--- config.mk ---
export PLATFORM = sky130hd
export DESIGN_NAME = prcl_regs
export DESIGN_NICKNAME = d
export VERILOG_FILES = /design/src/hw/prcl_pkg.sv /design/src/hw/prcl_i2c_slave.sv /design/src/hw/prcl_regs.sv
export SDC_FILE = /design/constraint.sdc
export NUM_CORES = 1
export LEC_CHECK = 0
export ABC_AREA = 1
export BUFFER_PORTS_ARGS = -buffer_cell sky130_fd_sc_hd__buf_2
export CAP_MARGIN = 5
export CORE_MARGIN = 5
export CORE_UTILIZATION = 44
export CTS_CLUSTER_SIZE = 10
export DETAILED_ROUTE_END_ITERATION = 10
export PLACE_DENSITY = 0.63
export SETUP_SLACK_MARGIN = 0.02
export SLEW_MARGIN = 25
export SYNTH_ARGS = -nofsm -noshare
export SYNTH_HDL_FRONTEND = slang
export SYNTH_SLANG_ARGS = --single-unit
--- constraint.sdc ---
create_clock -name clk_sys -period 2.2 [get_ports clk_sys]
set_input_delay 0.22 -clock clk_sys [delete_from_list [all_inputs] [get_ports clk_sys]]
set_output_delay 0.22 -clock clk_sys [all_outputs]
set_load 0.01 [all_outputs]
--- src/hw/prcl_pkg.sv ---
package prcl_pkg;
    localparam logic [7:0] PRCL_ADDR_REMAP3    = 8'hFC;
    localparam logic [7:0] PRCL_ADDR_STATCMD   = 8'hFF;
    localparam logic [7:0] PRCL_REMAP3_RESET   = 8'h03;
    localparam logic [1:0] PRCL_DEFAULT_LPORT3 = 2'h3;
    localparam logic [3:0] PRCL_CODE_MAX       = 4'h3;
    localparam int         PRCL_BIT_SOFTRST    = 1;
    localparam int         PRCL_BIT_PROTECT    = 0;
    localparam logic [6:0] PRCL_SLAVE_ADDR     = 7'h08;
    localparam logic [7:0] PRCL_PROT_LO_END    = 8'hE1;
    localparam logic [7:0] PRCL_PROT_HI_BEGIN  = 8'hEF;
endpackage

--- src/hw/prcl_i2c_slave.sv ---
`timescale 1ns/1ps
module prcl_i2c_slave
    import prcl_pkg::*;
(
    input  wire logic       clk_sys,
    input  wire logic       reset,
    input  wire logic       clk_en,
    input  wire logic       scl_s,
    input  wire logic       sda_s,
    output logic            sda_oe_n,
    output logic [7:0]      reg_addr,
    output logic [7:0]      wr_data,
    output logic            wr_stb,
    input  wire logic [7:0] rd_data
);
    typedef enum logic [2:0] {PRCL_IDLE, PRCL_DEVADR, PRCL_REGADR, PRCL_WDATA,
                              PRCL_RDATA, PRCL_ACK, PRCL_MACK} prcl_st_t;
    prcl_st_t    st_r, st_nxt, ret_r, ret_nxt;
    logic        scl_d_r, sda_d_r, oe_n_r, oe_n_nxt, stb_r, stb_nxt;
    logic [3:0]  cnt_r, cnt_nxt;
    logic [7:0]  sh_r, sh_nxt, adr_r, adr_nxt, wd_r, wd_nxt;
    logic        rise, fall, start, stop;

    assign rise  = scl_s & ~scl_d_r;
    assign fall  = ~scl_s & scl_d_r;
    assign start = scl_s & scl_d_r & sda_d_r & ~sda_s;
    assign stop  = scl_s & scl_d_r & ~sda_d_r & sda_s;

    always_comb begin
        st_nxt = st_r; ret_nxt = ret_r; oe_n_nxt = oe_n_r;
        cnt_nxt = cnt_r; sh_nxt = sh_r; adr_nxt = adr_r; wd_nxt = wd_r;
        stb_nxt = 1'b0;
        if (start) begin
            st_nxt = PRCL_DEVADR; cnt_nxt = 4'h0; oe_n_nxt = 1'b1;
        end else if (stop) begin
            st_nxt = PRCL_IDLE; oe_n_nxt = 1'b1;
        end else begin
            unique case (st_r)
                PRCL_IDLE: ;
                PRCL_DEVADR, PRCL_REGADR, PRCL_WDATA: begin
                    if (rise) begin
                        sh_nxt = {sh_r[6:0], sda_s};
                        cnt_nxt = cnt_r + 4'h1;
                    end
                    if (fall && cnt_r == 4'h8) begin
                        cnt_nxt = 4'h0;
                        ret_nxt = PRCL_IDLE;
                        if (st_r == PRCL_DEVADR) begin
                            if (sh_r[7:1] == PRCL_SLAVE_ADDR) begin
                                ret_nxt = sh_r[0] ? PRCL_RDATA : PRCL_REGADR;
                            end
                        end else if (st_r == PRCL_REGADR) begin
                            adr_nxt = sh_r;
                            ret_nxt = PRCL_WDATA;
                        end else begin
                            wd_nxt = sh_r;
                            stb_nxt = 1'b1;
                            ret_nxt = PRCL_WDATA;
                        end
                        // Ack every byte except a device address that does not match, protected or not
                        oe_n_nxt = (ret_nxt == PRCL_IDLE);
                        st_nxt = (ret_nxt == PRCL_IDLE) ? PRCL_IDLE : PRCL_ACK;
                        if (ret_nxt == PRCL_RDATA) begin
                            st_nxt = PRCL_ACK;
                        end
                    end
                end
                PRCL_ACK: begin
                    // Step past the byte whose write strobe is out in this same cycle
                    if (stb_r) adr_nxt = adr_r + 8'h01;
                    if (fall) begin
                        st_nxt = ret_r;
                        if (ret_r == PRCL_RDATA) begin
                            sh_nxt = rd_data;
                            oe_n_nxt = rd_data[7];
                            cnt_nxt = 4'h1;
                        end else begin
                            oe_n_nxt = 1'b1;
                        end
                    end
                end
                PRCL_RDATA: begin
                    if (fall) begin
                        if (cnt_r == 4'h8) begin
                            oe_n_nxt = 1'b1;
                            st_nxt = PRCL_MACK;
                            adr_nxt = adr_r + 8'h01;
                        end else begin
                            oe_n_nxt = sh_r[7 - cnt_r[2:0]];
                            cnt_nxt = cnt_r + 4'h1;
                        end
                    end
                end
                PRCL_MACK: begin
                    if (rise) st_nxt = sda_s ? PRCL_IDLE : PRCL_ACK;
                    ret_nxt = PRCL_RDATA;
                end
                default: st_nxt = PRCL_IDLE;
            endcase
        end
    end

    always_ff @(posedge clk_sys) begin
        if (reset) begin
            st_r <= PRCL_IDLE; ret_r <= PRCL_IDLE; oe_n_r <= 1'b1;
            cnt_r <= 4'h0; sh_r <= 8'h00; adr_r <= 8'h00; wd_r <= 8'h00;
            stb_r <= 1'b0; scl_d_r <= 1'b1; sda_d_r <= 1'b1;
        end else if (clk_en) begin
            st_r <= st_nxt; ret_r <= ret_nxt; oe_n_r <= oe_n_nxt;
            cnt_r <= cnt_nxt; sh_r <= sh_nxt; adr_r <= adr_nxt; wd_r <= wd_nxt;
            stb_r <= stb_nxt; scl_d_r <= scl_s; sda_d_r <= sda_s;
        end
    end

    assign sda_oe_n = oe_n_r;
    assign reg_addr = adr_r;
    assign wr_data  = wd_r;
    assign wr_stb   = stb_r & clk_en;
endmodule // prcl_i2c_slave

--- src/hw/prcl_regs.sv ---
`timescale 1ns/1ps
module prcl_regs
    import prcl_pkg::*;
(
    input  wire logic       clk_sys,
    input  wire logic       reset,
    input  wire logic       clk_en,
    input  wire logic       scl_in,
    input  wire logic       sda_in,
    output logic            sda_out,
    output logic            sda_oe_n,
    input  wire logic       remap_mode_enable,
    output logic            port3_enabled,
    output logic [1:0]      port3_logical,
    output logic            cfg_wr_en,
    output logic [7:0]      port_three_remap,
    output logic            config_protect,
    output logic            soft_reset_pulse
);
    logic [1:0] scl_sy_r, sda_sy_r;
    logic [7:0] remap_r, remap_nxt, addr, wdata, rdata;
    logic       prot_r, prot_nxt, srst_r, srst_nxt, wstb, wr_ok;
    logic       en_r, en_nxt;
    logic [1:0] lp_r, lp_nxt;

    function automatic logic prcl_protected(input logic [7:0] a);
        return (a <= PRCL_PROT_LO_END) || (a >= PRCL_PROT_HI_BEGIN);
    endfunction

    always_ff @(posedge clk_sys) begin
        if (reset) begin
            scl_sy_r <= 2'h3;
            sda_sy_r <= 2'h3;
        end else if (clk_en) begin
            scl_sy_r <= {scl_sy_r[0], scl_in};
            sda_sy_r <= {sda_sy_r[0], sda_in};
        end
    end

    prcl_i2c_slave u_slave (
        .clk_sys  (clk_sys),
        .reset    (reset | srst_r),
        .clk_en   (clk_en),
        .scl_s    (scl_sy_r[1]),
        .sda_s    (sda_sy_r[1]),
        .sda_oe_n (sda_oe_n),
        .reg_addr (addr),
        .wr_data  (wdata),
        .wr_stb   (wstb),
        .rd_data  (rdata)
    );

    // Protected writes are dropped silently, except the soft-reset bit of a write to the status/command register
    assign wr_ok = wstb & ~(prot_r & prcl_protected(addr));

    always_comb begin
        remap_nxt = remap_r;
        prot_nxt  = prot_r;
        srst_nxt  = 1'b0;
        if (srst_r) begin
            remap_nxt = PRCL_REMAP3_RESET;
        end else if (wr_ok) begin
            if (addr == PRCL_ADDR_REMAP3) remap_nxt = wdata;
            if (addr == PRCL_ADDR_STATCMD) begin
                srst_nxt = wdata[PRCL_BIT_SOFTRST];
                prot_nxt = prot_r | wdata[PRCL_BIT_PROTECT];
            end
        end
        if (wstb && !wr_ok && addr == PRCL_ADDR_STATCMD) srst_nxt = wdata[PRCL_BIT_SOFTRST];
    end

    always_comb begin
        en_nxt = 1'b1;
        lp_nxt = PRCL_DEFAULT_LPORT3;
        if (remap_mode_enable) begin
            if (remap_r[3:0] == 4'h0 || remap_r[3:0] > PRCL_CODE_MAX) begin
                en_nxt = 1'b0;
                lp_nxt = 2'h0;
            end else begin
                lp_nxt = remap_r[1:0];
            end
        end
    end

    always_ff @(posedge clk_sys) begin
        if (reset) begin
            remap_r <= PRCL_REMAP3_RESET;
            prot_r  <= 1'b0;
            srst_r  <= 1'b0;
            en_r    <= 1'b1;
            lp_r    <= PRCL_DEFAULT_LPORT3;
        end else if (clk_en) begin
            remap_r <= remap_nxt;
            prot_r  <= prot_nxt;
            srst_r  <= srst_nxt;
            en_r    <= en_nxt;
            lp_r    <= lp_nxt;
        end
    end

    always_comb begin
        unique case (addr)
            PRCL_ADDR_REMAP3:  rdata = remap_r;
            PRCL_ADDR_STATCMD: rdata = {6'h00, 1'b0, prot_r};
            default:           rdata = 8'h00;
        endcase
    end

    assign sda_out          = 1'b0;
    assign port3_enabled    = en_r;
    assign port3_logical    = lp_r;
    assign cfg_wr_en        = ~prot_r;
    assign port_three_remap = remap_r;
    assign config_protect   = prot_r;
    assign soft_reset_pulse = srst_r;
endmodule // prcl_regs

==> results of run 1 <==
[kinds of logic after synthesis]
kind of cell               count (synthesis)  share of synthesized area
other                                      1                    0.00119
adders and majority gates                  6                     0.0239
buffers and inverters                     72                      0.101
and+or+nand+nor                          247                      0.339
AOI/OAI and AO/OA                        101                      0.173
DFF                                       55                      0.350
xor gates and xnor gates                   4                     0.0112
[through the flow]
step / instance area (sq um) / util / hold WS, ns / setup slack (ns)
2_1_floorplan: 3140 / - / 0.346 / 0.519
4_1_cts: 3410 / 0.496 / 0.0935 / 0.167
3_3_place_gp: 3310 / 0.482 / 0.433 / 0.309
3_5_place_dp: 3310 / 0.482 / 0.440 / 0.184
5_1_grt: 3410 / 0.497 / 0.117 / 0.0671
6_report: 3410 / 0.497 / 0.0975 / 0.227
[cells in the final DEF, fill, tap and decap left out, types with 2 or more instances in the layout]
master	synthesis	final
nor3_1	4	4
nand2_1	126	125
nand2_2	5	6
o21ai_1	5	5
buf_4	4	8
o21ai_0	39	39
o211ai_1	3	3
clkinv_4	0	2
inv_2	5	5
nand3_2	2	2
nand4_1	6	6
nor2_2	7	7
nor3_2	2	2
a21oi_2	2	2
inv_1	48	48
a21oi_1	44	44
ha_1	6	6
xor2_1	3	3
nor2_1	51	51
clkbuf_8	0	5
dfxtp_1	55	55
nand3_1	42	42
buf_2	5	20
[power by group through the flow]
stage	Sequential, W	Clock (W)	Combinational [W]
detailed placement	0.00109	0	0.000281
global route	0.00107	0.000667	0.000325
CTS	0.00106	0.000635	0.000282
floorplan	0.00108	0	0.000217
finish	0.00106	0.000613	0.000282
global placement	0.00108	0	0.000277
[metal layers]
layer	track usage	up-vias	routed length, um	share of wire
met5	0	-	0	0
met4	0.0577	0	116	0.014
met1	0.257	1436	3960	0.47
li1	-	1612	-	-
met2	0.316	62	3890	0.47
met3	0.0390	12	373	0.045
[cell usage after synthesis (5+ instances only)]
library cell    n
ha_1            6
nand4_1         6
buf_2           5
nor2_1         51
inv_1          48
o21ai_1         5
dfxtp_1        55
nand2_1       126
nand2_2         5
nor2_2          7
o21ai_0        39
nand3_1        42
a21oi_1        44
inv_2           5
[flip-flops by register name (all words and copies together), names as in the netlist]
signal	cells
port_three_remap	8
u_slave.reg_addr	8
u_slave.sh_r	8
u_slave.wr_data	8
u_slave.cnt_r	4
u_slave.ret_r	3
u_slave.st_r	3
port3_logical	2
scl_sy_r	2
sda_sy_r	2
config_protect	1
port3_enabled	1
soft_reset_pulse	1
u_slave.scl_d_r	1
u_slave.sda_d_r	1
u_slave.sda_oe_n	1
u_slave.stb_r	1
[path summary, 6_finish.rpt]
kind	slack [ns]	end	from	depth (start not counted)
worst min-delay path	0.1	sda_sy_r[0]	sda_in	3
worst min register to register	0.47	u_slave.wr_data[6]	u_slave.wr_data[6]	2
worst max-delay path	0.23	u_slave.reg_addr[5]	u_slave.cnt_r[0]	11
worst max register to register	0.23	u_slave.reg_addr[5]	u_slave.cnt_r[0]	11
[worst max-delay path, stage by stage, from the launching register on]
cell and delay (ns):
dfxtp_1 0.48, inv_1 0.15, ha_1 0.24, nand2_1 0.11
nor2_2 0.06, nand2_1 0.14, inv_1 0.09, nor2_1 0.15
nor2_1 0.07, nand3_1 0.18, nand2_1 0.10, a21oi_2 0.14
[layout make-up]
class / instances / area (sq um)
fill: 710 / 3460
multi-input combinational: 359 / 1730
sequential: 55 / 1100
inverter: 54 / 205
timing repair buffer: 28 / 160
tap: 96 / 120
clock buffer: 5 / 68.8
clock inverter: 3 / 28.8
==> run summary, run 1 <==
Ant. Diodes: 0
EDFF count, synth: 0
Root Driver: clkbuf_8
First-pass GRT wire length: 13600 um
Synthesized area: 3140 sq um
Routability cong.: 0.871
Via count: 3122
Worst path required time: 2.45 ns
Leakage power: 1.53 nW
Clk pwr share: 0.313
Pint: 0.00136 W
Nets: 515
Sw Ratio: 0.305
Dpl cells: 592
PwrDens: 574 nW/um^2
Clk buf depth: 2
Via-per-instance ratio: 5.20
Final number of setup-violating endpoints: 0
Die Wd: 94.5 um
Max FO, Critical Path: 9
Register share of total power: 0.543
Synthesized area per cell: 6.46 sq um
Aggregate global routing overflow: 0
Worst Hold Class: input pin to register
Design Power: 0.00196 W
CTS clk-pin slew, worst paths: 0.12 ns
Resized cells post-CTS: 0
DR WL/cell: 13.9 um
Post-CTS Setup Bufs: 0
IR drop worst, VDD: 0.366 mV
Comb power frac: 0.144
Register area share after synthesis: 0.350
Fin cells: 600
Max_cap viols: 0
Hold-fix buffers, CTS: 0
Initial antenna violation count: 0
Setup Crit Path Kind: register to register
Yosys top cell area share: 0.350
Largest net degree at the start of global routing: 27
Share of cells above drive strength 1: 0.125
Fmax: 507 MHz
Hold Vio Cnt, Final: 0
RSZ-0062 raised after global routing: false
Final Skew: 0.0162 ns
Distinct cells, synth: 37
Clock Latency Late Sink: 0.32 ns
Top cells by area, synth: dfxtp_1, nand2_1, a21oi_1
Synthesized net count: 498
Final Cycle Share: 0.897
Clock sink count: 55
Die area: 8930 sq um
Synth area leader: dfxtp_1
Port Buf Inserts: 20
CTS tree: built
Outcome: complete, no violations
I/O Pins: 22
# rows: 30
Area grow syn2layout: 8.56%
Yosys warns: 0
Startpoint types: register
Initial drt markers: 232
Vias in the first global route: 2815
First drt pass iteration count: 4
Core Area: 6870 sq um
Asr flop ratio synth: 0
GRT Resource Usage Total: 0.193
Setup TNS: 0 ns
Main flop type after synthesis: dfxtp_1
Dpl hpwl: 6240 um
Total wire length: 8340 um
Critical Path End Type: register
Final routed DRC violation total: 0
Net Sw Power: 0.000597 W
#FFs+latches synth: 55
Post-DRT Antenna Nets: 0
Starting Density: 0.457
Synthesized instance count: 486
WP data arrival: 2.23 ns
Height of the die: 94.5 um
Min cycle time layout: 1.97 ns
Cts bufs inserted: 5
Max-slew violation count: 0
H-Tree Depth: 2
No activity file was read; power rests on OpenSTA's default activity.
==> run 2: changes to the inputs <==
--- a/config.mk
+++ b/config.mk
@@ -5,7 +5,6 @@
 export SDC_FILE = /design/constraint.sdc
 export NUM_CORES = 1
 export LEC_CHECK = 0
-export ABC_AREA = 1
 export BUFFER_PORTS_ARGS = -buffer_cell sky130_fd_sc_hd__buf_2
 export CAP_MARGIN = 5
 export CORE_MARGIN = 5
==> run summary, run 2 <==
Post-synth top cells: dfxtp_1, nand2_1, nor2_1
GRT Resource Usage Total: 0.195
DR WL/cell: 16.9 um
Critical Path Max Stage Delay: 0.56 ns
First drt pass iteration count: 5
Register area: 1100 sq um
Slowest CP cell: or4b_1
Critical Path End Type: register
Worst Hold Class: input pin to register
Final core utilization: 0.518
Starting Density: 0.452
# rows: 30
Area used by multi-input combinational logic: 1840 sq um
Nets: 403
Height of the die: 93.8 um
Via-per-instance ratio: 5.86
Min cycle time layout: 2.07 ns
RSZ-0062 raised after global routing: true
Most frequent cells in the layout: dfxtp_1, nor2_1, nand2_1
Post-CTS Setup Bufs: 0
Filler cells: 674
Ant. Diodes: 0
Yosys top cell area share: 0.356
Largest net degree at the start of global routing: 24
Dpl hpwl: 6050 um
Distinct cells, synth: 67
IR drop worst, VDD: 0.307 mV
Startpoint types: register
Final routed DRC violation total: 0
Area grow syn2layout: 14.4%
Synth Area in Compound Gates: 0.262
Via count: 2860
Port Buf Inserts: 20
First-pass GRT wire length: 13900 um
#FFs+latches synth: 55
Fmax: 483 MHz
Post-DRT Antenna Nets: 0
Clk buf depth: 2
Multiplexer share of the synthesized area: 0.0526
Initial antenna violation count: 0
Synth area leader: dfxtp_1
Die area: 8800 sq um
Design Power: 0.00179 W
WP data arrival: 2.31 ns
Max FO, Critical Path: 10
Synthesized area per cell: 8.54 sq um
Most common cell after layout, fill and taps aside: dfxtp_1
CP top delay family: compound AO/OA/AOI/OAI gates
Clock Latency Late Sink: 0.32 ns
Die Wd: 93.8 um
Worst path cell trace: or4b_1, o32a_1, a21oi_4, buf_4, nor2_2, a311oi_2
Vias in the first global route: 2728
Post-synthesis xor/xnor area fraction: 0.00810
CTS clk-pin slew, worst paths: 0.11 ns
PwrDens: 505 nW/um^2
Leakage power: 1.29 nW
Total wire length: 8230 um
Top cells by area, synth: dfxtp_1, mux2i_1, nand2_1
Outcome: complete, no violations
Post-synthesis simple-gate area fraction: 0.236
Largest family of logic cells by synthesized area: compound AO/OA/AOI/OAI gates
Final Skew: 0.00849 ns
Asr flop ratio synth: 0
Worst slew pin tran: 0.565 ns
Synthesized area: 3090 sq um
Clock sink count: 55
Hold Vio Cnt, Final: 0
Routability cong.: 0.925
Root Driver: clkbuf_8
Aggregate global routing overflow: 0
Synthesized instance count: 362
Yosys warns: 0
Setup TNS: 0 ns
Max-slew headroom: 0.619
Initial drt markers: 175
Crit path buf inv count: 1
Post-Synth Adder-Cell Area: 0.0243
Cts bufs inserted: 5
EDFF count, synth: 0
Main flop type after synthesis: dfxtp_1
CTS tree: built
H-Tree Depth: 2
Register area share after synthesis: 0.356
Final number of setup-violating endpoints: 0
Max_cap viols: 0
Core Area: 6830 sq um
Count leader, synth: dfxtp_1
I/O Pins: 22
Max-slew violation count: 0
Synthesized net count: 374
Worst path required time: 2.44 ns
Setup Crit Path Kind: register to register
Share of cells above drive strength 1: 0.204
Final Cycle Share: 0.940
==> run 2: power breakdown <==
part / switching [W] / internal (W)
Clock: 0.000377 / 0.000237
Sequential: 0.0000129 / 0.00101
Combinational: 0.0000935 / 0.0000590
Total: 0.000483 / 0.00130
==> run 2: stage by stage <==
step	instance area (sq um)	hold slack, ns	setup WS [ns]	instances
after floorplan	3090	0.342	0.209	362
after global placement	3400	0.429	0.113	480
after detailed placement	3400	0.433	0.00634	480
after CTS	3500	0.102	0.0388	488
after global routing	3540	0.121	0.0151	488
final	3540	0.108	0.131	488
==> run 2: area by class of cell <==
cell class	instances	share of cell area
tap	96	0.0340
timing repair buffer	48	0.0913
clock inverter	3	0.00778
clock buffer	5	0.0195
multi-input combinational	267	0.521
inverter	14	0.0149
sequential	55	0.311
==> run 2: per-layer routing <==
metal  share of wire  global-route usage  vias to the layer above  routed length, um
li1                -                   -                     1407                  -
met1            0.48               0.283                     1363               3950
met2            0.46               0.308                       82               3790
met3           0.050              0.0264                        8                415
met4          0.0084              0.0421                        0                 69
met5               0                   0                        -                  0
==> run 2: final timing paths <==
| kind | startpoint | to | slack, ns | cells past startpoint |
|---|---|---|---|---|
| setup / recovery | u_slave.cnt_r[2] | u_slave.reg_addr[1] | 0.13 | 6 |
| hold / removal | scl_in | scl_sy_r[0] | 0.11 | 2 |
| setup reg to reg | u_slave.cnt_r[2] | u_slave.reg_addr[1] | 0.13 | 6 |
| hold reg to reg | port3_logical[0] | port3_logical[0] | 0.47 | 1 |
==> run 2: cell families (layout without fill, tap and decap cells) <==
logic type,after synthesis,count (layout)
buffers and inverters,40,70
adders and majority gates,6,6
AOI/OAI and AO/OA,104,104
muxes,15,15
other,1,1
xor gates and xnor gates,2,2
DFF,55,55
and+or+nand+nor,139,139
==> run 2: worst reg2reg max path: stages (launching register included) <==
cell and delay [ns]:
dfxtp_1 0.44, or4b_1 0.56, o32a_1 0.33, a21oi_4 0.19, buf_4 0.18, nor2_2 0.04
a311oi_2 0.24
==> run 2: what timing repair did <==
| action | CTS | global route |
|---|---|---|
| pin swaps | 0 | 1 |
| resized for setup | 1 | 7 |
| hold buffers | 0 | 0 |
| setup endpoints to repair | 6 | 11 |
